### src/pbmc_regs.svh
// Register map, field positions and timing figures of the link mode control bank
`ifndef PBMC_REGS_SVH
`define PBMC_REGS_SVH
`define PBMC_A_CTRL 5'h00
`define PBMC_A_STAT 5'h01
`define PBMC_A_ID1 5'h02
`define PBMC_A_ID2 5'h03
`define PBMC_A_ADV 5'h04
`define PBMC_A_PART 5'h05
`define PBMC_A_EXP 5'h06
`define PBMC_A_NXP 5'h07
`define PBMC_A_MASK 5'h10
`define PBMC_A_EVT 5'h11
`define PBMC_A_DISC 5'h12
`define PBMC_A_FCAR 5'h13
`define PBMC_A_SCR 5'h14
`define PBMC_A_RXE 5'h15
`define PBMC_A_DSCR 5'h16
`define PBMC_A_PCS 5'h17
`define PBMC_A_LBM 5'h18
`define PBMC_A_SELF 5'h19
`define PBMC_A_TBS 5'h1b
`define PBMC_A_TBC 5'h1c
`define PBMC_I_ADV 4'h0
`define PBMC_I_NXP 4'h1
`define PBMC_I_MASK 4'h2
`define PBMC_I_SCR 4'h3
`define PBMC_I_DSCR 4'h4
`define PBMC_I_PCS 4'h5
`define PBMC_I_LBM 4'h6
`define PBMC_I_SELF 4'h7
`define PBMC_I_TBC 4'h8
`define PBMC_I_NONE 4'hf
`define PBMC_RW_NUM 9
`define PBMC_B_SRST 15
`define PBMC_B_LOOP 14
`define PBMC_B_SPEED 13
`define PBMC_B_ANEN 12
`define PBMC_B_PDN 11
`define PBMC_B_ISO 10
`define PBMC_B_ANRS 9
`define PBMC_B_DUP 8
`define PBMC_B_COLT 7
`define PBMC_CTRL_RSVD 7'h00
`define PBMC_PRESUP_BIT 9
`define PBMC_LEGACY_BIT 0
`define PBMC_ADV_HI 8
`define PBMC_ADV_LO 5
`define PBMC_ADV_RST 16'h01e1
`define PBMC_RW_RST 16'h0000
`define PBMC_AD_BCAST 5'h00
`define PBMC_PRE_LEN 6'h20
`define PBMC_HDR_LAST 6'h0c
`define PBMC_DATA_LAST 6'h0f
`define PBMC_OP_RD 2'h2
`define PBMC_OP_WR 2'h1
`define PBMC_STRAP_WAIT 3'h6
`define PBMC_CLK_NS 40
`define PBMC_RECAL_NS 10000
`define PBMC_RECAL_CYC ((`PBMC_RECAL_NS + `PBMC_CLK_NS - 1) / `PBMC_CLK_NS)
`define PBMC_BIT_NS 10
`define PBMC_COL_ON_BT 10
`define PBMC_COL_OFF_BT 4
`define PBMC_COL_ON_CYC ((`PBMC_COL_ON_BT * `PBMC_BIT_NS) / `PBMC_CLK_NS)
`define PBMC_COL_OFF_CYC ((`PBMC_COL_OFF_BT * `PBMC_BIT_NS) / `PBMC_CLK_NS)
`endif

### src/pbmc_pkg.sv
// Types shared by the link mode control bank
package pbmc_pkg;
    typedef enum logic [3:0] {
        MS_IDLE = 4'h1,
        MS_HDR = 4'h2,
        MS_TA = 4'h4,
        MS_DATA = 4'h8
    } pbmc_mstate_t;
    typedef logic [15:0] pbmc_word_t;
endpackage : pbmc_pkg

### src/pbmc_tmr_if.sv
// Start and busy pair between the bank and its recalibration timer
`timescale 1ns/1ns
interface pbmc_tmr_if;
    logic start;
    logic busy;
    modport owner (output start, input busy);
    modport timer (input start, output busy);
endinterface : pbmc_tmr_if

### src/pbmc_top.sv
// Link mode control register bank behind the serial management pins
`timescale 1ns/1ns
`include "pbmc_regs.svh"
// Contract
// - Every register is a 16-bit word picked by a five-bit address.
// - Addresses 08h-0Fh, 1Ah and 1Dh-1Fh are reserved.
// - Listed addresses are read-only; the others are read/write.
// - Writing bit 15 resets all registers; reads one until recalibration ends.
// - A mode change sets bit 15 until the forced recalibration ends.
// - Bit 14 loops transmit data to receive at either speed; resets zero.
// - Loopback pin rising sets bit 14, falling clears it.
// - Without negotiation bit 13 picks 100 or 10 Mb/s.
// - Bit 12 enables negotiation, which then overrides bits 13 and 8.
// - Bit 11 holds the low-power state; resets zero.
// - Legacy mode bit in 1Ch disables power-down and blocks its writes.
// - Bit 10 isolates the MII; reset from address and isolate pin.
// - Bit 9 restarts negotiation and self-clears once it begins.
// - Without negotiation bit 8 picks full or half duplex.
// - Bit 7 echoes transmit enable on collision within the bit-time limits.
module pbmc_top
    import pbmc_pkg::*;
#(
    parameter int RECAL_CYC = `PBMC_RECAL_CYC,
    parameter pbmc_word_t ID_UPPER = 16'h0a5a, // Arbitrary identity value
    parameter pbmc_word_t ID_LOWER = 16'h5a01, // Arbitrary identity value
    parameter logic ANEN_RST = 1'b1,
    parameter logic SPEED_RST = 1'b1,
    parameter logic DUP_RST = 1'b0
) (
    input wire logic ref_clk,
    input wire logic sys_rst,
    input wire logic mdc,
    input wire logic mdio_in,
    output logic mdio_out,
    output logic mdio_oe,
    input wire logic [4:0] station_address_pins,
    input wire logic isolate_default_pin,
    input wire logic loopback_pin,
    input wire logic tx_en,
    input wire logic col_in,
    input wire logic autoneg_started,
    input wire logic autoneg_complete,
    input wire logic link_up,
    input wire logic neg_speed_100,
    input wire logic neg_full_duplex,
    input wire logic [6:0][15:0] ro_status,
    output logic loopback_en,
    output logic speed_100,
    output logic full_duplex,
    output logic autoneg_en,
    output logic autoneg_restart,
    output logic power_down,
    output logic mii_isolate,
    output logic recal_active,
    output logic col_out,
    output logic col_oe
);
    pbmc_tmr_if tif ();
    logic [8:0] pin_s;
    logic mdc_s, mdio_s, lpk_s, isolate_default_pin_s, mdc_q_r, lpk_q_r, mdc_rise;
    logic [4:0] ad_s;
    pbmc_mstate_t ms_r;
    logic [5:0] cnt_r, pre_r;
    logic [11:0] hdr_r;
    logic [12:0] hdr_full;
    pbmc_word_t sh_r, rd_val, wdata_r;
    logic [4:0] rd_addr, wr_addr_r;
    logic is_rd_r, wr_stb_r, hdr_ok, rsvd_hit;
    logic [`PBMC_RW_NUM-1:0][15:0] mem_r;
    logic [3:0] rd_sel, wr_sel;
    logic srst_r, loop_r, speed_r, anen_r, pdn_r, iso_r, anrs_r, dup_r, colt_r;
    logic [2:0] strap_r;
    logic strap_ld, iso_strap, legacy, presup, wr_ctrl;
    logic [2:0] mode_now, mode_q_r;

    pbmc_sync #(.WIDTH(9)) u_sync (
        .clk(ref_clk),
        .rst(sys_rst),
        .d({station_address_pins, isolate_default_pin, loopback_pin, mdio_in, mdc}),
        .q(pin_s)
    );
    pbmc_timer #(.COUNT(RECAL_CYC)) u_recal (
        .clk(ref_clk),
        .rst(sys_rst),
        .t(tif.timer)
    );
    assign {ad_s, isolate_default_pin_s, lpk_s, mdio_s, mdc_s} = pin_s;
    assign mdc_rise = mdc_s & ~mdc_q_r;
    assign legacy = mem_r[`PBMC_I_TBC][`PBMC_LEGACY_BIT];
    assign presup = mem_r[`PBMC_I_PCS][`PBMC_PRESUP_BIT];
    assign strap_ld = (strap_r == 3'h1);
    assign iso_strap = (ad_s == `PBMC_AD_BCAST) | isolate_default_pin_s;
    assign wr_ctrl = wr_stb_r && (wr_addr_r == `PBMC_A_CTRL);

    function automatic logic [3:0] rw_index(input logic [4:0] a);
        case (a)
            `PBMC_A_ADV: rw_index = `PBMC_I_ADV;
            `PBMC_A_NXP: rw_index = `PBMC_I_NXP;
            `PBMC_A_MASK: rw_index = `PBMC_I_MASK;
            `PBMC_A_SCR: rw_index = `PBMC_I_SCR;
            `PBMC_A_DSCR: rw_index = `PBMC_I_DSCR;
            `PBMC_A_PCS: rw_index = `PBMC_I_PCS;
            `PBMC_A_LBM: rw_index = `PBMC_I_LBM;
            `PBMC_A_SELF: rw_index = `PBMC_I_SELF;
            `PBMC_A_TBC: rw_index = `PBMC_I_TBC;
            default: rw_index = `PBMC_I_NONE;
        endcase
    endfunction : rw_index

    assign hdr_full = {hdr_r, mdio_s};
    assign rd_addr = hdr_full[4:0];
    assign rd_sel = rw_index(rd_addr);
    assign wr_sel = rw_index(wr_addr_r);
    assign hdr_ok = hdr_full[12]
        && (hdr_full[11:10] == `PBMC_OP_RD || hdr_full[11:10] == `PBMC_OP_WR)
        && (hdr_full[9:5] == `PBMC_AD_BCAST || hdr_full[9:5] == mem_r[`PBMC_I_SELF][4:0]);

    always_comb begin
        rd_val = '0;
        rsvd_hit = 1'b0;
        if (rd_sel != `PBMC_I_NONE) begin
            rd_val = mem_r[rd_sel];
        end else begin
            case (rd_addr)
                `PBMC_A_CTRL: rd_val = {srst_r | tif.busy, loop_r, speed_r, anen_r, pdn_r,
                    iso_r, anrs_r, dup_r, colt_r, `PBMC_CTRL_RSVD};
                `PBMC_A_STAT: rd_val = {1'b0, mem_r[`PBMC_I_ADV][`PBMC_ADV_HI:`PBMC_ADV_LO],
                    4'h0, presup, autoneg_complete, 1'b0, 1'b1, link_up, 1'b0, 1'b1};
                `PBMC_A_ID1: rd_val = ID_UPPER;
                `PBMC_A_ID2: rd_val = ID_LOWER;
                `PBMC_A_PART: rd_val = ro_status[0];
                `PBMC_A_EXP: rd_val = ro_status[1];
                `PBMC_A_EVT: rd_val = ro_status[2];
                `PBMC_A_DISC: rd_val = ro_status[3];
                `PBMC_A_FCAR: rd_val = ro_status[4];
                `PBMC_A_RXE: rd_val = ro_status[5];
                `PBMC_A_TBS: rd_val = ro_status[6];
                default: rsvd_hit = 1'b1;
            endcase
        end
    end

    // Management frame engine; MDIO changes just after the rising MDC edge
    always_ff @(posedge ref_clk or posedge sys_rst) begin
        if (sys_rst) begin
            ms_r <= MS_IDLE;
            cnt_r <= '0;
            pre_r <= '0;
            hdr_r <= '0;
            sh_r <= '0;
            is_rd_r <= 1'b0;
            wr_stb_r <= 1'b0;
            wr_addr_r <= '0;
            wdata_r <= '0;
            mdio_out <= 1'b0;
            mdio_oe <= 1'b0;
            mdc_q_r <= 1'b0;
        end else begin
            mdc_q_r <= mdc_s;
            wr_stb_r <= 1'b0;
            if (mdc_rise) begin
                unique case (ms_r)
                    MS_IDLE: begin
                        mdio_oe <= 1'b0;
                        if (mdio_s) begin
                            pre_r <= (pre_r == `PBMC_PRE_LEN) ? pre_r : pre_r + 1'b1;
                        end else begin
                            pre_r <= '0;
                            cnt_r <= '0;
                            if (pre_r == `PBMC_PRE_LEN || presup) begin
                                ms_r <= MS_HDR;
                            end
                        end
                    end
                    MS_HDR: begin
                        hdr_r <= hdr_full[11:0];
                        cnt_r <= cnt_r + 1'b1;
                        if (cnt_r == `PBMC_HDR_LAST) begin
                            cnt_r <= '0;
                            ms_r <= hdr_ok ? MS_TA : MS_IDLE;
                            is_rd_r <= (hdr_full[11:10] == `PBMC_OP_RD);
                            wr_addr_r <= rd_addr;
                            sh_r <= rd_val;
                        end
                    end
                    MS_TA: begin
                        cnt_r <= cnt_r + 1'b1;
                        if (cnt_r == '0) begin
                            mdio_oe <= is_rd_r;
                            mdio_out <= 1'b0;
                        end else begin
                            cnt_r <= '0;
                            ms_r <= MS_DATA;
                            if (is_rd_r) begin
                                mdio_out <= sh_r[15];
                                sh_r <= {sh_r[14:0], 1'b0};
                            end
                        end
                    end
                    MS_DATA: begin
                        cnt_r <= cnt_r + 1'b1;
                        if (is_rd_r) begin
                            mdio_out <= sh_r[15];
                            sh_r <= {sh_r[14:0], 1'b0};
                        end else begin
                            sh_r <= {sh_r[14:0], mdio_s};
                        end
                        if (cnt_r == `PBMC_DATA_LAST) begin
                            ms_r <= MS_IDLE;
                            mdio_oe <= 1'b0;
                            wr_stb_r <= ~is_rd_r;
                            wdata_r <= {sh_r[14:0], mdio_s};
                        end
                    end
                endcase
            end
        end
    end

    // Straps settle through the synchroniser before they are taken
    always_ff @(posedge ref_clk or posedge sys_rst) begin
        if (sys_rst) begin
            strap_r <= `PBMC_STRAP_WAIT;
        end else if (srst_r) begin
            strap_r <= `PBMC_STRAP_WAIT;
        end else if (strap_r != 3'h0) begin
            strap_r <= strap_r - 1'b1;
        end
    end

    always_ff @(posedge ref_clk or posedge sys_rst) begin
        if (sys_rst) begin
            for (int i = 0; i < `PBMC_RW_NUM; i++) begin
                mem_r[i] <= (i == 0) ? `PBMC_ADV_RST : `PBMC_RW_RST;
            end
        end else if (srst_r) begin
            for (int i = 0; i < `PBMC_RW_NUM; i++) begin
                mem_r[i] <= (i == 0) ? `PBMC_ADV_RST : `PBMC_RW_RST;
            end
        end else begin
            if (wr_stb_r && wr_sel != `PBMC_I_NONE) begin
                mem_r[wr_sel] <= wdata_r;
            end
            if (strap_ld) begin
                mem_r[`PBMC_I_SELF][4:0] <= ad_s;
            end
        end
    end

    // Control word; soft reset restores the power-on defaults except isolate, which it loads from the straps at once
    always_ff @(posedge ref_clk or posedge sys_rst) begin
        if (sys_rst) begin
            srst_r <= 1'b0;
            loop_r <= 1'b0;
            speed_r <= SPEED_RST;
            anen_r <= ANEN_RST;
            pdn_r <= 1'b0;
            iso_r <= 1'b1;
            anrs_r <= 1'b0;
            dup_r <= DUP_RST;
            colt_r <= 1'b0;
            lpk_q_r <= 1'b0;
        end else begin
            lpk_q_r <= lpk_s;
            if (srst_r) begin
                srst_r <= 1'b0;
                loop_r <= 1'b0;
                speed_r <= SPEED_RST;
                anen_r <= ANEN_RST;
                pdn_r <= 1'b0;
                iso_r <= iso_strap;
                anrs_r <= 1'b0;
                dup_r <= DUP_RST;
                colt_r <= 1'b0;
            end else begin
                if (wr_ctrl) begin
                    srst_r <= wdata_r[`PBMC_B_SRST];
                    loop_r <= wdata_r[`PBMC_B_LOOP];
                    speed_r <= wdata_r[`PBMC_B_SPEED];
                    anen_r <= wdata_r[`PBMC_B_ANEN];
                    iso_r <= wdata_r[`PBMC_B_ISO];
                    dup_r <= wdata_r[`PBMC_B_DUP];
                    colt_r <= wdata_r[`PBMC_B_COLT];
                end
                if (wr_ctrl && !legacy) begin
                    pdn_r <= wdata_r[`PBMC_B_PDN];
                end
                if (lpk_s && !lpk_q_r) begin
                    loop_r <= 1'b1;
                end else if (!lpk_s && lpk_q_r) begin
                    loop_r <= 1'b0;
                end
                // set wins over the start clear
                if (wr_ctrl && wdata_r[`PBMC_B_ANRS]) begin
                    anrs_r <= 1'b1;
                end else if (autoneg_started) begin
                    anrs_r <= 1'b0;
                end
                if (strap_ld) begin
                    iso_r <= iso_strap;
                end
            end
        end
    end

    assign mode_now = {anen_r, anen_r ? neg_speed_100 : speed_r,
        anen_r ? neg_full_duplex : dup_r};
    // mode change or soft reset recalibrates
    assign tif.start = srst_r | (mode_now != mode_q_r);

    always_ff @(posedge ref_clk or posedge sys_rst) begin
        if (sys_rst) begin
            mode_q_r <= {ANEN_RST, SPEED_RST, DUP_RST};
            loopback_en <= 1'b0;
            speed_100 <= 1'b0;
            full_duplex <= 1'b0;
            autoneg_en <= 1'b0;
            autoneg_restart <= 1'b0;
            power_down <= 1'b0;
            mii_isolate <= 1'b1;
            recal_active <= 1'b0;
            col_out <= 1'b0;
            col_oe <= 1'b0;
        end else begin
            mode_q_r <= mode_now;
            loopback_en <= loop_r;
            speed_100 <= mode_now[1];
            full_duplex <= mode_now[0];
            autoneg_en <= anen_r;
            autoneg_restart <= anrs_r;
            power_down <= pdn_r & ~legacy;
            mii_isolate <= iso_r;
            recal_active <= srst_r | tif.busy;
            // collision test echo; isolated MII stays quiet
            col_out <= ~iso_r & (colt_r ? tx_en : col_in);
            col_oe <= ~iso_r;
        end
    end

    localparam int COL_ON = `PBMC_COL_ON_CYC;
    localparam int COL_OFF = `PBMC_COL_OFF_CYC;
endmodule : pbmc_top

### src/pbmc_sync.sv
// Three-stage synchroniser with agreement filter
`timescale 1ns/1ns
module pbmc_sync #(
    parameter int WIDTH = 1
) (
    input wire logic clk,
    input wire logic rst,
    input wire logic [WIDTH-1:0] d,
    output logic [WIDTH-1:0] q
);
    logic [WIDTH-1:0] s1_r;
    logic [WIDTH-1:0] s2_r;
    logic [WIDTH-1:0] s3_r;
    logic [WIDTH-1:0] q_r;

    always_ff @(posedge clk or posedge rst) begin
        if (rst) begin
            s1_r <= '0;
            s2_r <= '0;
            s3_r <= '0;
            q_r <= '0;
        end else begin
            s1_r <= d;
            s2_r <= s1_r;
            s3_r <= s2_r;
            // Only a level seen twice counts
            q_r <= (s2_r & s3_r) | (q_r & (s2_r ^ s3_r));
        end
    end
    assign q = q_r;
endmodule : pbmc_sync

### src/pbmc_timer.sv
// Reloadable countdown that holds busy while analog recalibration runs
`timescale 1ns/1ns
module pbmc_timer #(
    parameter int COUNT = 250
) (
    input wire logic clk,
    input wire logic rst,
    pbmc_tmr_if.timer t
);
    localparam int W = $clog2(COUNT + 1);
    logic [W-1:0] cnt_r;

    always_ff @(posedge clk or posedge rst) begin
        if (rst) begin
            cnt_r <= '0;
        end else if (t.start) begin
            cnt_r <= W'(COUNT);
        end else if (cnt_r != '0) begin
            cnt_r <= cnt_r - 1'b1;
        end
    end
    assign t.busy = (cnt_r != '0);
endmodule : pbmc_timer

### config.mk
export PLATFORM = sky130hd
export DESIGN_NAME = pbmc_top
export DESIGN_NICKNAME = d
export VERILOG_FILES = /design/src/pbmc_pkg.sv /design/src/pbmc_tmr_if.sv /design/src/pbmc_top.sv /design/src/pbmc_sync.sv /design/src/pbmc_timer.sv
export VERILOG_INCLUDE_DIRS = /design/src
export SDC_FILE = /design/constraint.sdc
export NUM_CORES = 1
export LEC_CHECK = 0
export BUFFER_PORTS_ARGS = -buffer_cell sky130_fd_sc_hd__buf_2
export CAP_MARGIN = 30
export CORE_UTILIZATION = 50
export CTS_CLUSTER_DIAMETER = 200
export DETAILED_ROUTE_END_ITERATION = 16
export PLACE_DENSITY = 0.68
export SLEW_MARGIN = 15
export SYNTH_ARGS = -nofsm -noshare
export SYNTH_HDL_FRONTEND = slang
export SYNTH_SLANG_ARGS = --single-unit
### constraint.sdc
create_clock -name ref_clk -period 11.8 [get_ports ref_clk]
set_clock_uncertainty 0.15 [all_clocks]
set_input_delay 1.77 -clock ref_clk [delete_from_list [all_inputs] [get_ports ref_clk]]
set_output_delay 1.77 -clock ref_clk [all_outputs]
set_load 0.01 [all_outputs]
Word-level counts from Yosys, hierarchy flattened. Memories as Yosys holds them, arrays and structs flattened. Index checks and enable logic that the tools add are counted.

Muxes and demuxes: 66. $lt $le $gt $ge: 3. $add $sub $neg: 4. Eq/ne operators: 32. Reductions and logical operators: 43. Bitwise logic cells: 14.

Operators by type and width (count): 2-to-1 mux 144 bit (2); one-hot mux 16 bit (11 select lines) (1); bitwise mux 144 bit (1); 2-to-1 mux 16 bit (6); binary-select mux 16 bit (select 4 bit) (1); demux 16 bit (select 4 bit) (1); one-hot mux 16 bit (3 select lines) (1); 2-to-1 mux 1 bit (33); 2-to-1 mux 6 bit (5); == test 5 bit (second input constant) (5); one-hot mux 6 bit (4 select lines) (1); logical NOT 5 bit (4); 2-to-1 mux 4 bit (5); AND 9 bit (2); nonzero test 3 bit (6); 2-to-1 mux 8 bit (2); != test 2 bit (second input constant) (8); one-hot mux 4 bit (4 select lines) (1); adder 6 x 1 -> 6 bit (second input constant) (2); == test 6 x 4 -> 1 bit (second input constant) (2); nonzero test 2 bit (6); == test 5 x 2 -> 1 bit (second input constant) (2); == test 5 x 3 -> 1 bit (second input constant) (2); less-than comparator 4 x 5 -> 1 bit (second input constant) (2); other kinds (35) (61).

Word-level logic and storage cells: 213. Memory bits (read-only): 256. Output and inout bits: 12. Bits in registers: 284. Input port bits: 130. Memories kept: 2.

Memory list: (name not given) (words 32, width 4, rd ports 1, clocked after Yosys merged registers in 0, wr ports 0, RTL line pbmc_top.sv:96) `case (a)`; (name not given) (words 32, width 4, rd ports 1, clocked after Yosys merged registers in 0, wr ports 0, RTL line pbmc_top.sv:96).

Logic depth before layout (Yosys ltp). Gate-level depths: netlist (run 1). An unclocked memory read counts as a cell.

Depth after elaboration: 9. Mapped depth: 10. Gate-level depth less buffers: 8.

Cells and area by module. A second synthesis (run 1) with hierarchy kept.

Cells, all modules: 1466. Area, all modules: 14704.1 um2.

Modules (own cells, without submodules): pbmc_top (cells each 1362, area each 13163.9 um2, times used 1, seq. area each 5998.3 um2); pbmc_sync (cells each 55, area each 1084.8 um2, times used 1, seq. area each 900.9 um2); pbmc_timer (cells each 49, area each 455.4 um2, times used 1, seq. area each 200.2 um2).

Worst setup path before layout (run 1). OpenSTA, ideal clock, no wires.

Kind: in2reg. Start point: input port neg_speed_100. End point: register u_recal.cnt_r[6]. Setup time: 167 ps. Slack: 8537 ps. Path buffers: 0. Stages on the path: 4. Arrival time: 2946 ps. Data required time: 11483 ps. Path through: mux2_2 xor2_1 nor4_1 nand3_1.

Longest elaborated chain between the ends: 4. Elaborated cells between the ends (all ways): 5. Classes of those cells: eq/ne: 1; mux: 2; bitwise: 1; reduce/logical: 1.

Ends and longest elaborated chain: from (decl) (RTL line pbmc_top.sv:44) `input wire logic neg_speed_100,`; 2-to-1 mux 1 bit (*) (RTL line pbmc_top.sv:306) `assign mode_now = {anen_r, anen_r ? neg_speed_100 : speed_r,`; != test 3 bit (*) (RTL line pbmc_top.sv:309) `assign tif.start = srst_r | (mode_now != mode_q_r);`; OR 1 bit (*) (RTL line pbmc_top.sv:309); 2-to-1 mux 8 bit or nonzero test 2 bit (tied branches); to (signal assigned) (RTL line pbmc_timer.sv:17) `cnt_r <= W'(COUNT);`; to (signal assigned) (RTL line pbmc_timer.sv:19) `cnt_r <= cnt_r - 1'b1;`; to (decl) (RTL line pbmc_timer.sv:11) `logic [W-1:0] cnt_r;`.

Every way passes the cells marked *; elsewhere a longest branch is shown, timed or not. A chain may end at the register's enable or synchronous reset.

Worst setup path after layout (run 1).
Start point: register u_sync.q_r[1], in the netlist u_sync.q[1]. End point: register sh_r[6].

Longest elaborated chain between the ends: 6. Elaborated cells between the ends (all ways): 19. Classes of those cells: eq/ne: 11; mux: 6; reduce/logical: 1; memory: 1.

Ends and longest elaborated chain: from (decl) (RTL line pbmc_sync.sv:14) `logic [WIDTH-1:0] q_r;`; from (signal assigned) (RTL line pbmc_sync.sv:27) `q_r <= (s2_r & s3_r) | (q_r & (s2_r ^ s3_r));`; memory (32 x 4 bit); binary-select mux 16 bit (select 4 bit) (RTL line pbmc_top.sv:122) `rd_val = mem_r[rd_sel];`; 2-to-1 mux 16 bit (not written as such) (RTL line pbmc_top.sv:122); 2-to-1 mux 16 bit (*) (RTL line pbmc_top.sv:121) `` if (rd_sel != `PBMC_I_NONE) begin ``; 2-to-1 mux 16 bit (*) (RTL line pbmc_top.sv:178) `` if (cnt_r == `PBMC_HDR_LAST) begin ``; one-hot mux 16 bit (3 select lines) (*) (RTL line pbmc_top.sv:162) `unique case (ms_r)`; to (signal assigned) (RTL line pbmc_top.sv:183) `sh_r <= rd_val;`; to (signal assigned) (RTL line pbmc_top.sv:196) `sh_r <= {sh_r[14:0], 1'b0};`; to (signal assigned) (RTL line pbmc_top.sv:204) `sh_r <= {sh_r[14:0], 1'b0};`; to (decl) (RTL line pbmc_top.sv:66) `pbmc_word_t sh_r, rd_val, wdata_r;`.

Every way passes the cells marked *; elsewhere a longest branch is shown, timed or not. The select of a mux whose other input is x is not followed.

==> results of run 1 <==
-- cell type report --
cell class / instances / area (um2) / area share [%]
sequential: 283 / 7100 / 43.0
multi-input combinational: 1033 / 6990 / 42.3
timing repair buffer: 169 / 948 / 5.73
clock buffer: 40 / 807 / 4.88
tap: 384 / 480 / 2.91
inverter: 29 / 116 / 0.704
clock inverter: 11 / 88.8 / 0.537
-- through the flow --
stage	setup WS, ps	instances	area, um2
finish	8300	1949	16500
global route	8010	1949	16500
CTS	8000	1946	16500
detailed placement	7700	1895	15600
global placement	7760	1892	15600
floorplan	2100	1453	14700
-- power by group --
part	internal (mW)	total, mW	switching [mW]	leakage (nW)
sequential	1.04	1.12	0.0817	3.73
clock	0.497	0.867	0.370	0.440
combinational	0.311	0.905	0.594	3.58
total	1.85	2.90	1.05	7.75
-- worst reg2reg max path: cells and delay by family, from the launching register on --
family          cells  cell delay (ps)
compound gates      3              920
fa+ha+maj           1              320
buf+inv             2              670
flops               1              560
simple gates        2              750
-- layer usage --
layer | track usage, % | up-vias | routed length [um]
met3 | 4.23 | 73 | 2860
met5 | 0 | - | 0
met4 | 8.78 | 0 | 1210
met1 | 36.9 | 5666 | 17400
met2 | 41.3 | 448 | 18100
li1 | - | 5296 | -
-- sequential cells by signal (all words and copies together), names as in the netlist, 3 cells and up --
register,count
mem_r,143
sh_r,16
wdata_r,16
hdr_r,12
u_sync.q,9
u_sync.s1_r,9
u_sync.s2_r,9
u_sync.s3_r,9
u_recal.cnt_r,8
cnt_r,6
pre_r,6
wr_addr_r,5
ms_r,4
mode_q_r,3
strap_r,3
-- cell usage after synthesis, types with 7 or more instances --
cell type	count	area, um2
a211o_1	8	70.1
a211oi_1	7	52.6
a21o_1	13	97.6
a21oi_1	77	385
a221oi_1	10	87.6
a22o_1	8	70.1
a22oi_1	26	195
a31oi_1	13	81.3
a32oi_1	24	210
buf_2	29	145
buf_4	8	60.1
buf_6	7	78.8
clkbuf_1	56	210
dfrtp_1	269	6730
dfstp_2	14	368
ha_1	28	350
inv_1	28	105
mux2_2	39	439
mux2i_1	153	1530
nand2_1	167	627
nand2b_1	9	56.3
nand3_1	38	190
nor2_1	188	706
nor2b_1	21	131
nor3_1	24	120
o21ai_0	35	175
o21bai_1	10	75.1
xnor2_1	7	61.3
xor2_1	12	105
-- kinds of logic after synthesis --
kind of cell	Yosys count	synth area share [%]
and+or+nand+nor	520	16.9
buffers and inverters	137	4.61
adders and majority gates	28	2.38
muxes	200	14.3
AOI/OAI and AO/OA	266	12.4
xor gates and xnor gates	19	1.13
DFF	283	48.3
-- worst paths after layout --
| path | to | cells after the start | slack, ps |
|---|---|---|---|
| min in group asynchronous | mem_r[78] | 2 | 1180 |
| worst max register to register | sh_r[6] | 8 | 8300 |
| worst min register to register | u_sync.s2_r[5] | 0 | 200 |
| worst max-delay path | sh_r[6] | 8 | 8300 |
| worst min-delay path | u_sync.s2_r[5] | 0 | 200 |
| max in group asynchronous | hdr_r[3] | 4 | 8410 |
==> summary.txt, run 1 <==
Clocking
  • Num CTS Buffers: 29
  • Root Buffer: clkbuf_16
  • CTS tree: built
  • Clk buf depth: 3
  • H-tree Lvls: 1
  • Clock Sinks: 283
  • Post_cts resized: 0
  • Clock Latency Late Sink: 540 ps
  • Post CTS Setup Buffer Count: 0
  • Cts hold-fix bufs: 0
  • Clock transition at the registers of the reported paths: 60 ps

Critical path
  • CP endpoint kind: register
  • Critical Path Start: u_sync.q[1]
  • Crit Path Category: reg2reg
  • CP max stage delay: 560 ps
  • CP Max Fanout: 41
  • Reg-to-reg critical path startpoint: u_sync.q[1]
  • CP max-delay cell: dfrtp_1
  • Buf+Inv Stages, Crit Path: 2
  • CP arrival: 3750 ps
  • Worst setup SP type: register
  • Critical Path RT: 12,050 ps
  • Cell Chain, Critical Path: inv_2, ha_1, and4_1, a221oi_4, buf_4, nand3_1, a32oi_1, a31oi_1
  • Crit-path leading delay family: compound AO/OA/AOI/OAI gates

Yosys
  • Mean cell area of the mapped netlist: 10.1 um2
  • Cell variety after synth: 78
  • Mapped cell area: 14,700 um2
  • Sequential area share after synthesis: 48.3%
  • Syn_nets: 1,611
  • YS warnings: 0
  • EDFF count, synth: 0
  • Register bit total from synthesis: 283
  • Async set-reset flop share out of synthesis: 100%
  • Most used DFF post-synth: dfrtp_1
  • Mapped Cells: 1,453

Detailed routing
  • Drt first pass iters: 5
  • DR vias/cell: 5.89
  • Via Count: 11,500
  • Final wirelength: 39,600 um
  • Avg WL per Cell: 20.3 um
  • DRC Markers: 0
  • Initial drt markers: 1,095
  • Final antenna-violating net count: 0

Min path
  • Hold crit path type: reg2reg
  • Min-delay src: u_sync.s1_r[5]

Placed design
  • HPWL after DPL: 26,600 um
  • GPL Wtd Cong: 0.950
  • IO Port Bufs: 141

Run status
  • Outcome: finished, final reports clean

Die
  • Chip Width: 173 um
  • Row count: 62
  • Die Area: 30,100 um2
  • Die Span Y: 173 um
  • Core ar.: 28,800 um2
  • Starting density of the core: 51.1%
  • Io pins: 142

Global route
  • Largest net degree at the start of global routing: 100
  • Global route overflow: 0
  • First-pass GRT wire length: 62,700 um
  • GRT Total Usage: 26.2%
  • Initial antenna violation count: 0
  • Vias in the first global route: 11,200

Timing
  • Final Slew Violations: 0
  • RSZ-0062 raised after global routing: false
  • Worst-margin pin slew: 1020 ps
  • Final setup viols: 0
  • Fin crit period: 3500 ps
  • Fin crit share: 29.7%
  • Max Clk Rate: 0.286 GHz
  • Worst rel slew slack: 32.1%
  • Worst Hold Slack: 196 ps
  • Final Hold Viols: 0
  • TNS Setup: 0 ps

Power and ir drop
  • Max IR drop VDD: 126 uV
  • Lkg Pwr: 7.75 nW
  • Pwr dens: 175 nW/um2
  • Power, Total: 2.90 mW

Final layout
  • Most common cell after layout, fill and taps aside: dfrtp_1
  • Fraction of final layout cells with drive strength greater than 1: 19.7%
  • Most frequent cells in the layout: 267 x dfrtp_1, 188 x nor2_1, 167 x nand2_1
  • Synthesis-to-finish area growth: 12.5%
  • Fin util: 57.5%
  • Filler cell count in the final layout: 2,511
  • Antenna Cells: 0
  • Final net count: 1,703

Job
  • Max-cap violations: 0
Note: power is estimated with default switching activity, not from simulation.
==> run 2, diff against run 1 <==
--- a/config.mk
+++ b/config.mk
@@ -6,12 +6,13 @@
 export SDC_FILE = /design/constraint.sdc
 export NUM_CORES = 1
 export LEC_CHECK = 0
+export ABC_AREA = 1
 export BUFFER_PORTS_ARGS = -buffer_cell sky130_fd_sc_hd__buf_2
 export CAP_MARGIN = 30
 export CORE_UTILIZATION = 50
 export CTS_CLUSTER_DIAMETER = 200
 export DETAILED_ROUTE_END_ITERATION = 16
-export PLACE_DENSITY = 0.68
+export PLACE_DENSITY = 0.71
 export SLEW_MARGIN = 15
 export SYNTH_ARGS = -nofsm -noshare
 export SYNTH_HDL_FRONTEND = slang
==> constraint.sdc (replaced) <==
create_clock -name ref_clk -period 3.08 [get_ports ref_clk]
set_clock_uncertainty 0.15 [all_clocks]
set_input_delay 0.462 -clock ref_clk [delete_from_list [all_inputs] [get_ports ref_clk]]
set_output_delay 0.462 -clock ref_clk [all_outputs]
set_load 0.01 [all_outputs]
==> summary.txt, run 2 <==
Run status
  • Outcome: finished, final reports clean

Die
  • Row count: 60
  • Starting density of the core: 51.4%
  • Core ar.: 27,200 um2
  • Chip Width: 169 um
  • Io pins: 142
  • Die Span Y: 169 um
  • Die Area: 28,600 um2

Yosys
  • YS warnings: 0
  • Area contributors post-synth: dfrtp_1 48%, nand2_1 10%, nand3_1 6.1%, o21ai_0 4.9%, inv_1 4.9%
  • Syn_nets: 1,820
  • Sequential area share after synthesis: 50.8%
  • Xor/xnor share of the synthesized area: 0.439%
  • Mapped Cells: 1,662
  • Register bit total from synthesis: 283
  • Synth cell count leaders: 376 x nand2_1, 269 x dfrtp_1, 182 x inv_1, 171 x nand3_1, 137 x o21ai_0
  • Post-Synth Adder-Cell Area: 2.51%
  • Mux cell area share after synthesis: 0%
  • Largest family of logic cells by synthesized area: simple AND/OR/NAND/NOR gates
  • Compound-Gate Fraction of Synth Area: 16.5%
  • EDFF count, synth: 0
  • Most frequent cell after synthesis: nand2_1
  • Async set-reset flop share out of synthesis: 100%
  • Synth area leader: dfrtp_1
  • Mean cell area of the mapped netlist: 8.40 um2
  • Yosys top cell area share: 48.2%
  • Simple-gate share of the synthesized area: 21.5%
  • Most used DFF post-synth: dfrtp_1
  • Mapped cell area: 14,000 um2
  • Cell variety after synth: 48

Placed design
  • Placed cells: 2,136
  • GPL Wtd Cong: 0.927
  • IO Port Bufs: 141
  • HPWL after DPL: 27,800 um

Final layout
  • Top reg by flops: mem_r
  • Fin util: 60.1%
  • Antenna Cells: 0
  • Filler cell count in the final layout: 2,442
  • Biggest regs: mem_r (143), sh_r (16), wdata_r (16)
  • Final net count: 1,967
  • Max reg flops: 143
  • Fraction of final layout cells with drive strength greater than 1: 16.0%
  • Synthesis-to-finish area growth: 16.9%
  • Most frequent cells in the layout: 376 x nand2_1, 269 x dfrtp_1, 181 x inv_1
  • Most common cell after layout, fill and taps aside: nand2_1
  • Non-filler instance count after layout: 2,204

Timing
  • Fin crit share: 91.2%
  • Worst rel slew slack: 48.8%
  • TNS Setup: 0 ps
  • Max Clk Rate: 0.356 GHz
  • Final Hold Viols: 0
  • Final Slew Violations: 0
  • Final setup viols: 0
  • Worst-margin pin slew: 763 ps
  • Fin crit period: 2810 ps
  • RSZ-0062 raised after global routing: false
  • Worst Hold Slack: 28.7 ps

Global route
  • First-pass GRT wire length: 65,600 um
  • Global route overflow: 0
  • Initial antenna violation count: 0
  • Vias in the first global route: 12,200
  • Largest net degree at the start of global routing: 93
  • GRT Total Usage: 29.1%

Critical path
  • Crit Path Category: reg2reg
  • CP max stage delay: 600 ps
  • CP max-delay cell: ha_1
  • CP Max Fanout: 15
  • Crit-path leading delay family: simple AND/OR/NAND/NOR gates
  • CP endpoint kind: register
  • Most used cell, CP: nand2_1
  • Cell Chain, Critical Path: inv_1, ha_1, nand3_1, inv_1, nand2_1, nand3_1, nor2_1, nand2_1, a21oi_1, nand2_1, nand2_1, nand2_1
  • CP arrival: 3140 ps
  • Critical Path RT: 3410 ps
  • Worst setup SP type: register
  • Buf+Inv Stages, Crit Path: 2

Clocking
  • Clk buf depth: 3
  • Clock Latency Late Sink: 550 ps
  • H-tree Lvls: 1
  • Post CTS Setup Buffer Count: 0
  • CTS tree: built
  • Clock Sinks: 283
  • Clock transition at the registers of the reported paths: 60 ps
  • Root Buffer: clkbuf_16
  • Num CTS Buffers: 30

Detailed routing
  • Final wirelength: 40,700 um
  • Final antenna-violating net count: 0
  • DR vias/cell: 5.69
  • Drt first pass iters: 6
  • Initial drt markers: 1,019
  • Avg WL per Cell: 18.5 um
  • DRC Markers: 0
  • Via Count: 12,500

Power and ir drop
  • Lkg Pwr: 8.04 nW
  • Pwr dens: 669 nW/um2
  • Max IR drop VDD: 789 uV
  • Power, Total: 10.9 mW

Job
  • Max-cap violations: 0

Min path
  • Hold crit path type: in2reg
## run 2: cell count changes after synthesis, moves of 20 or more
cell,change
nor2b_1,-21
nand2_1,+209
mux2_2,-39
clkbuf_1,-20
nand3_1,+133
o211ai_1,+65
mux2i_1,-153
nor2_1,-129
o22ai_1,+73
a32oi_1,-24
inv_1,+154
o21ai_0,+102
## run 2: worst min-delay path, stage by stage
cell and delay (ps):
buf_2 100, nand2_1 50, o21ai_1 100
## run 2: final timing paths
kind	from	depth (start not counted)	slack (ps)	end
setup / recovery	hdr_r[0]	12	270	sh_r[14]
hold / removal	neg_speed_100	3	30	mode_q_r[1]
setup reg to reg	hdr_r[0]	12	270	sh_r[14]
hold reg to reg	u_sync.s1_r[5]	0	200	u_sync.s2_r[5]
max in group asynchronous	sys_rst	4	1760	ms_r[0]
min in group asynchronous	sys_rst	3	250	recal_active
## run 2: layout make-up
| cell class | instances | area [um2] | share of cell area [%] |
|---|---|---|---|
| multi-input cells | 1105 | 5720 | 35.0 |
| flip-flops and latches | 283 | 7100 | 43.5 |
| inverters | 193 | 728 | 4.46 |
| clock inverters | 14 | 200 | 1.23 |
| clock buffers | 41 | 883 | 5.41 |
| repair buffers | 196 | 1230 | 7.51 |
| well taps | 372 | 465 | 2.85 |
## run 2: kinds of logic (layout without fill, tap and decap cells)
family                     after synthesis  in the layout
DFF                                    283            283
adders and majority gates               28             28
AOI/OAI and AO/OA                      392            392
and+or+nand+nor                        678            678
xor gates and xnor gates                 7              7
buffers and inverters                  274            444
## run 2: through the flow
step / cell area, um2 / worst slack (ps)
3_3_place_gp: 15100 / 444
3_5_place_dp: 15100 / 389
2_1_floorplan: 14000 / -1270
4_1_cts: 16300 / 330
6_report: 16300 / 271
5_1_grt: 16300 / 107
## run 2: report_power, final
part	leakage [nW]	total [mW]	switching, mW	internal, mW
logic	3.75	2.91	1.96	0.954
clock network	0.534	3.91	1.50	2.41
registers	3.76	4.09	0.176	3.92
total	8.04	10.9	3.63	7.28
## run 2: timing repair
action                                 CTS  global route
gates resized for setup                  0             0
endpoints found under the hold margin   25             0
hold buffers                            13             0
## run 2: layer usage
metal,track usage [%],share of wire (%),vias to the layer above
met5,0,0,-
met4,10.3,3.7,0
met3,4.85,7.4,100
met2,47.0,47,482
met1,39.7,42,6057
li1,-,-,5900
==> run 3, diff against run 2 <==
--- a/config.mk
+++ b/config.mk
@@ -12,7 +12,7 @@
 export CORE_UTILIZATION = 50
 export CTS_CLUSTER_DIAMETER = 200
 export DETAILED_ROUTE_END_ITERATION = 16
-export PLACE_DENSITY = 0.71
+export PLACE_DENSITY = 0.84
 export SLEW_MARGIN = 15
 export SYNTH_ARGS = -nofsm -noshare
 export SYNTH_HDL_FRONTEND = slang
==> summary.txt, run 3 (synthesis gave the netlist of run 2 again) <==
Timing
  • Setup ws final: 415 ps
  • Final setup viols: 0
  • Fin crit period: 2660 ps
  • Fin crit share: 86.5%
  • Final Slew Violations: 0
  • Worst Hold Slack: 14.8 ps
  • Worst-margin pin slew: 830 ps
  • RSZ-0062 raised after global routing: false
  • Final Hold Viols: 0
  • Max Clk Rate: 0.375 GHz
  • Worst rel slew slack: 44.7%

Die
  • Io pins: 142
  • Die Area: 28,600 um2
  • Starting density of the core: 51.4%
  • Chip Width: 169 um
  • Die Span Y: 169 um
  • Core ar.: 27,200 um2
  • Row count: 60

Detailed routing
  • Drt first pass iters: 5
  • DRC Markers: 0
  • Initial drt markers: 1,458
  • Via Count: 12,900
  • DR vias/cell: 5.85
  • Avg WL per Cell: 18.2 um
  • Final antenna-violating net count: 0
  • Final wirelength: 40,000 um

Critical path
  • Flop2flop setup slack: 420 ps
  • Buf+Inv Stages, Crit Path: 2
  • CP endpoint kind: register
  • Reg2reg end: sh_r[0]
  • Worst setup SP type: register
  • Critical Path RT: 3380 ps
  • Cell Chain, Critical Path: inv_1, ha_1, nand3_1, nand2_1, a21oi_4, buf_4, nand2_1, nor2_4, a21oi_1, nand2_1, nand2_1, a21oi_1
  • Crit Path Category: reg2reg
  • CP max stage delay: 460 ps
  • Most used cell, CP: nand2_1
  • Crit-path leading delay family: simple AND/OR/NAND/NOR gates
  • R2R depth: 12
  • CP Max Fanout: 17
  • Reg-to-reg critical path startpoint: u_sync.q[1]
  • CP max-delay cell: dfrtp_1
  • CP arrival: 2970 ps

Final layout
  • Fraction of final layout cells with drive strength greater than 1: 15.8%
  • Design area: 16,200 um2
  • Most frequent cells in the layout: 374 x nand2_1, 269 x dfrtp_1, 181 x inv_1
  • Max reg flops: 143
  • Non-filler instance count after layout: 2,202
  • Most common cell after layout, fill and taps aside: nand2_1
  • Antenna Cells: 0
  • Final net count: 1,967
  • Biggest regs: mem_r (143), sh_r (16), wdata_r (16)
  • Top reg by flops: mem_r
  • Filler cell count in the final layout: 2,327
  • Synthesis-to-finish area growth: 15.9%

Clocking
  • Clock transition at the registers of the reported paths: 60 ps
  • Clk buf depth: 3
  • CTS tree: built
  • Num CTS Buffers: 28
  • Clock Latency Late Sink: 540 ps
  • Post CTS Setup Buffer Count: 0
  • Clock Sinks: 283
  • Root Buffer: clkbuf_16
  • H-tree Lvls: 1

Power and ir drop
  • NetSw: 3.56 mW
  • Sw frac: 33.8%
  • Lkg Pwr: 7.98 nW
  • Max IR drop VDD: 474 uV
  • Pwr dens: 650 nW/um2
  • Comb pwr share: 28.0%
  • Clock share of power: 33.1%
  • Pint: 6.96 mW
  • Seq pwr share: 38.9%

Job
  • Max-cap violations: 0

Placed design
  • Placed Area: 15,100 um2
  • IO Port Bufs: 141
  • Pre-CTS setup slack: 294 ps
  • HPWL after DPL: 27,700 um
  • GPL Wtd Cong: 0.977
  • Placed cells: 2,138

Run status
  • Outcome: finished, final reports clean

Min path
  • Hold crit path type: in2reg
  • Hold EP: mode_q_r[0]
  • WHS Path Cells: 3
  • Min-delay src: neg_full_duplex

Global route
  • Initial antenna violation count: 0
  • Global route overflow: 0
  • Largest net degree at the start of global routing: 143
  • GRT Total Usage: 28.6%
  • Vias in the first global route: 12,700
  • First-pass GRT wire length: 65,000 um
==> run 3: routing by layer <==
metal / vias up / GRT usage [%] / routed length (um)
li1: 5907 / - / -
met1: 6167 / 38.2 / 16100
met2: 682 / 46.1 / 18600
met3: 118 / 5.04 / 3600
met4: 0 / 11.6 / 1650
met5: - / 0 / 0
==> run 3: repair_timing <==
| action | in CTS | in global routing |
|---|---|---|
| setup endpoints to repair | 0 | 12 |
| hold buffers | 12 | 0 |
| resized for setup | 0 | 2 |
| hold endpoints to repair | 55 | 0 |
==> run 3: power by group through the flow <==
stage | Clock (mW) | Sequential, mW | Combinational [mW]
2_1_floorplan | 0 | 4.09 | 2.13
3_3_place_gp | 0 | 4.14 | 2.79
3_5_place_dp | 0 | 4.15 | 2.85
4_1_cts | 3.53 | 4.09 | 2.88
5_1_grt | 3.69 | 4.11 | 3.24
6_report | 3.48 | 4.09 | 2.95
==> run 3: how the worst max path moves through the flow <==
stage / slack, ps / end / cells after the start / start
finish: 420 / sh_r[0] / 12 / u_sync.q[1]
global route: 170 / sh_r[0] / 12 / u_sync.q[1]
CTS: 160 / mem_r[117] / 11 / wr_addr_r[1]
detailed placement: 290 / mem_r[118] / 11 / wr_addr_r[1]
floorplan: -1270 / anrs_r / 1 / sys_rst
global placement: 420 / mem_r[118] / 11 / wr_addr_r[1]
==> run 3: layout make-up <==
class / instances / area (um2) / share of cell area (%)
Multi-Input combinational cell: 1105 / 5720 / 35.4
Clock inverter: 6 / 80.1 / 0.495
Clock buffer: 45 / 866 / 5.35
Inverter: 193 / 728 / 4.50
Sequential cell: 283 / 7100 / 43.9
Timing Repair Buffer: 198 / 1230 / 7.57
Tap cell: 372 / 465 / 2.88
==> run 3: worst min-delay path, stage by stage <==
cell and delay (ps):
buf_2 80, nand2_1 40, nand2_1 90
==> run 3: stage by stage <==
stage	setup TNS [ps]	utilization [%]	power (mW)
final	0	59.6	10.5
after global routing	0	59.6	11.0
after CTS	0	59.5	10.5
after detailed placement	0	55.6	7.00
after global placement	0	55.6	6.93
after floorplan	-345410	-	6.22
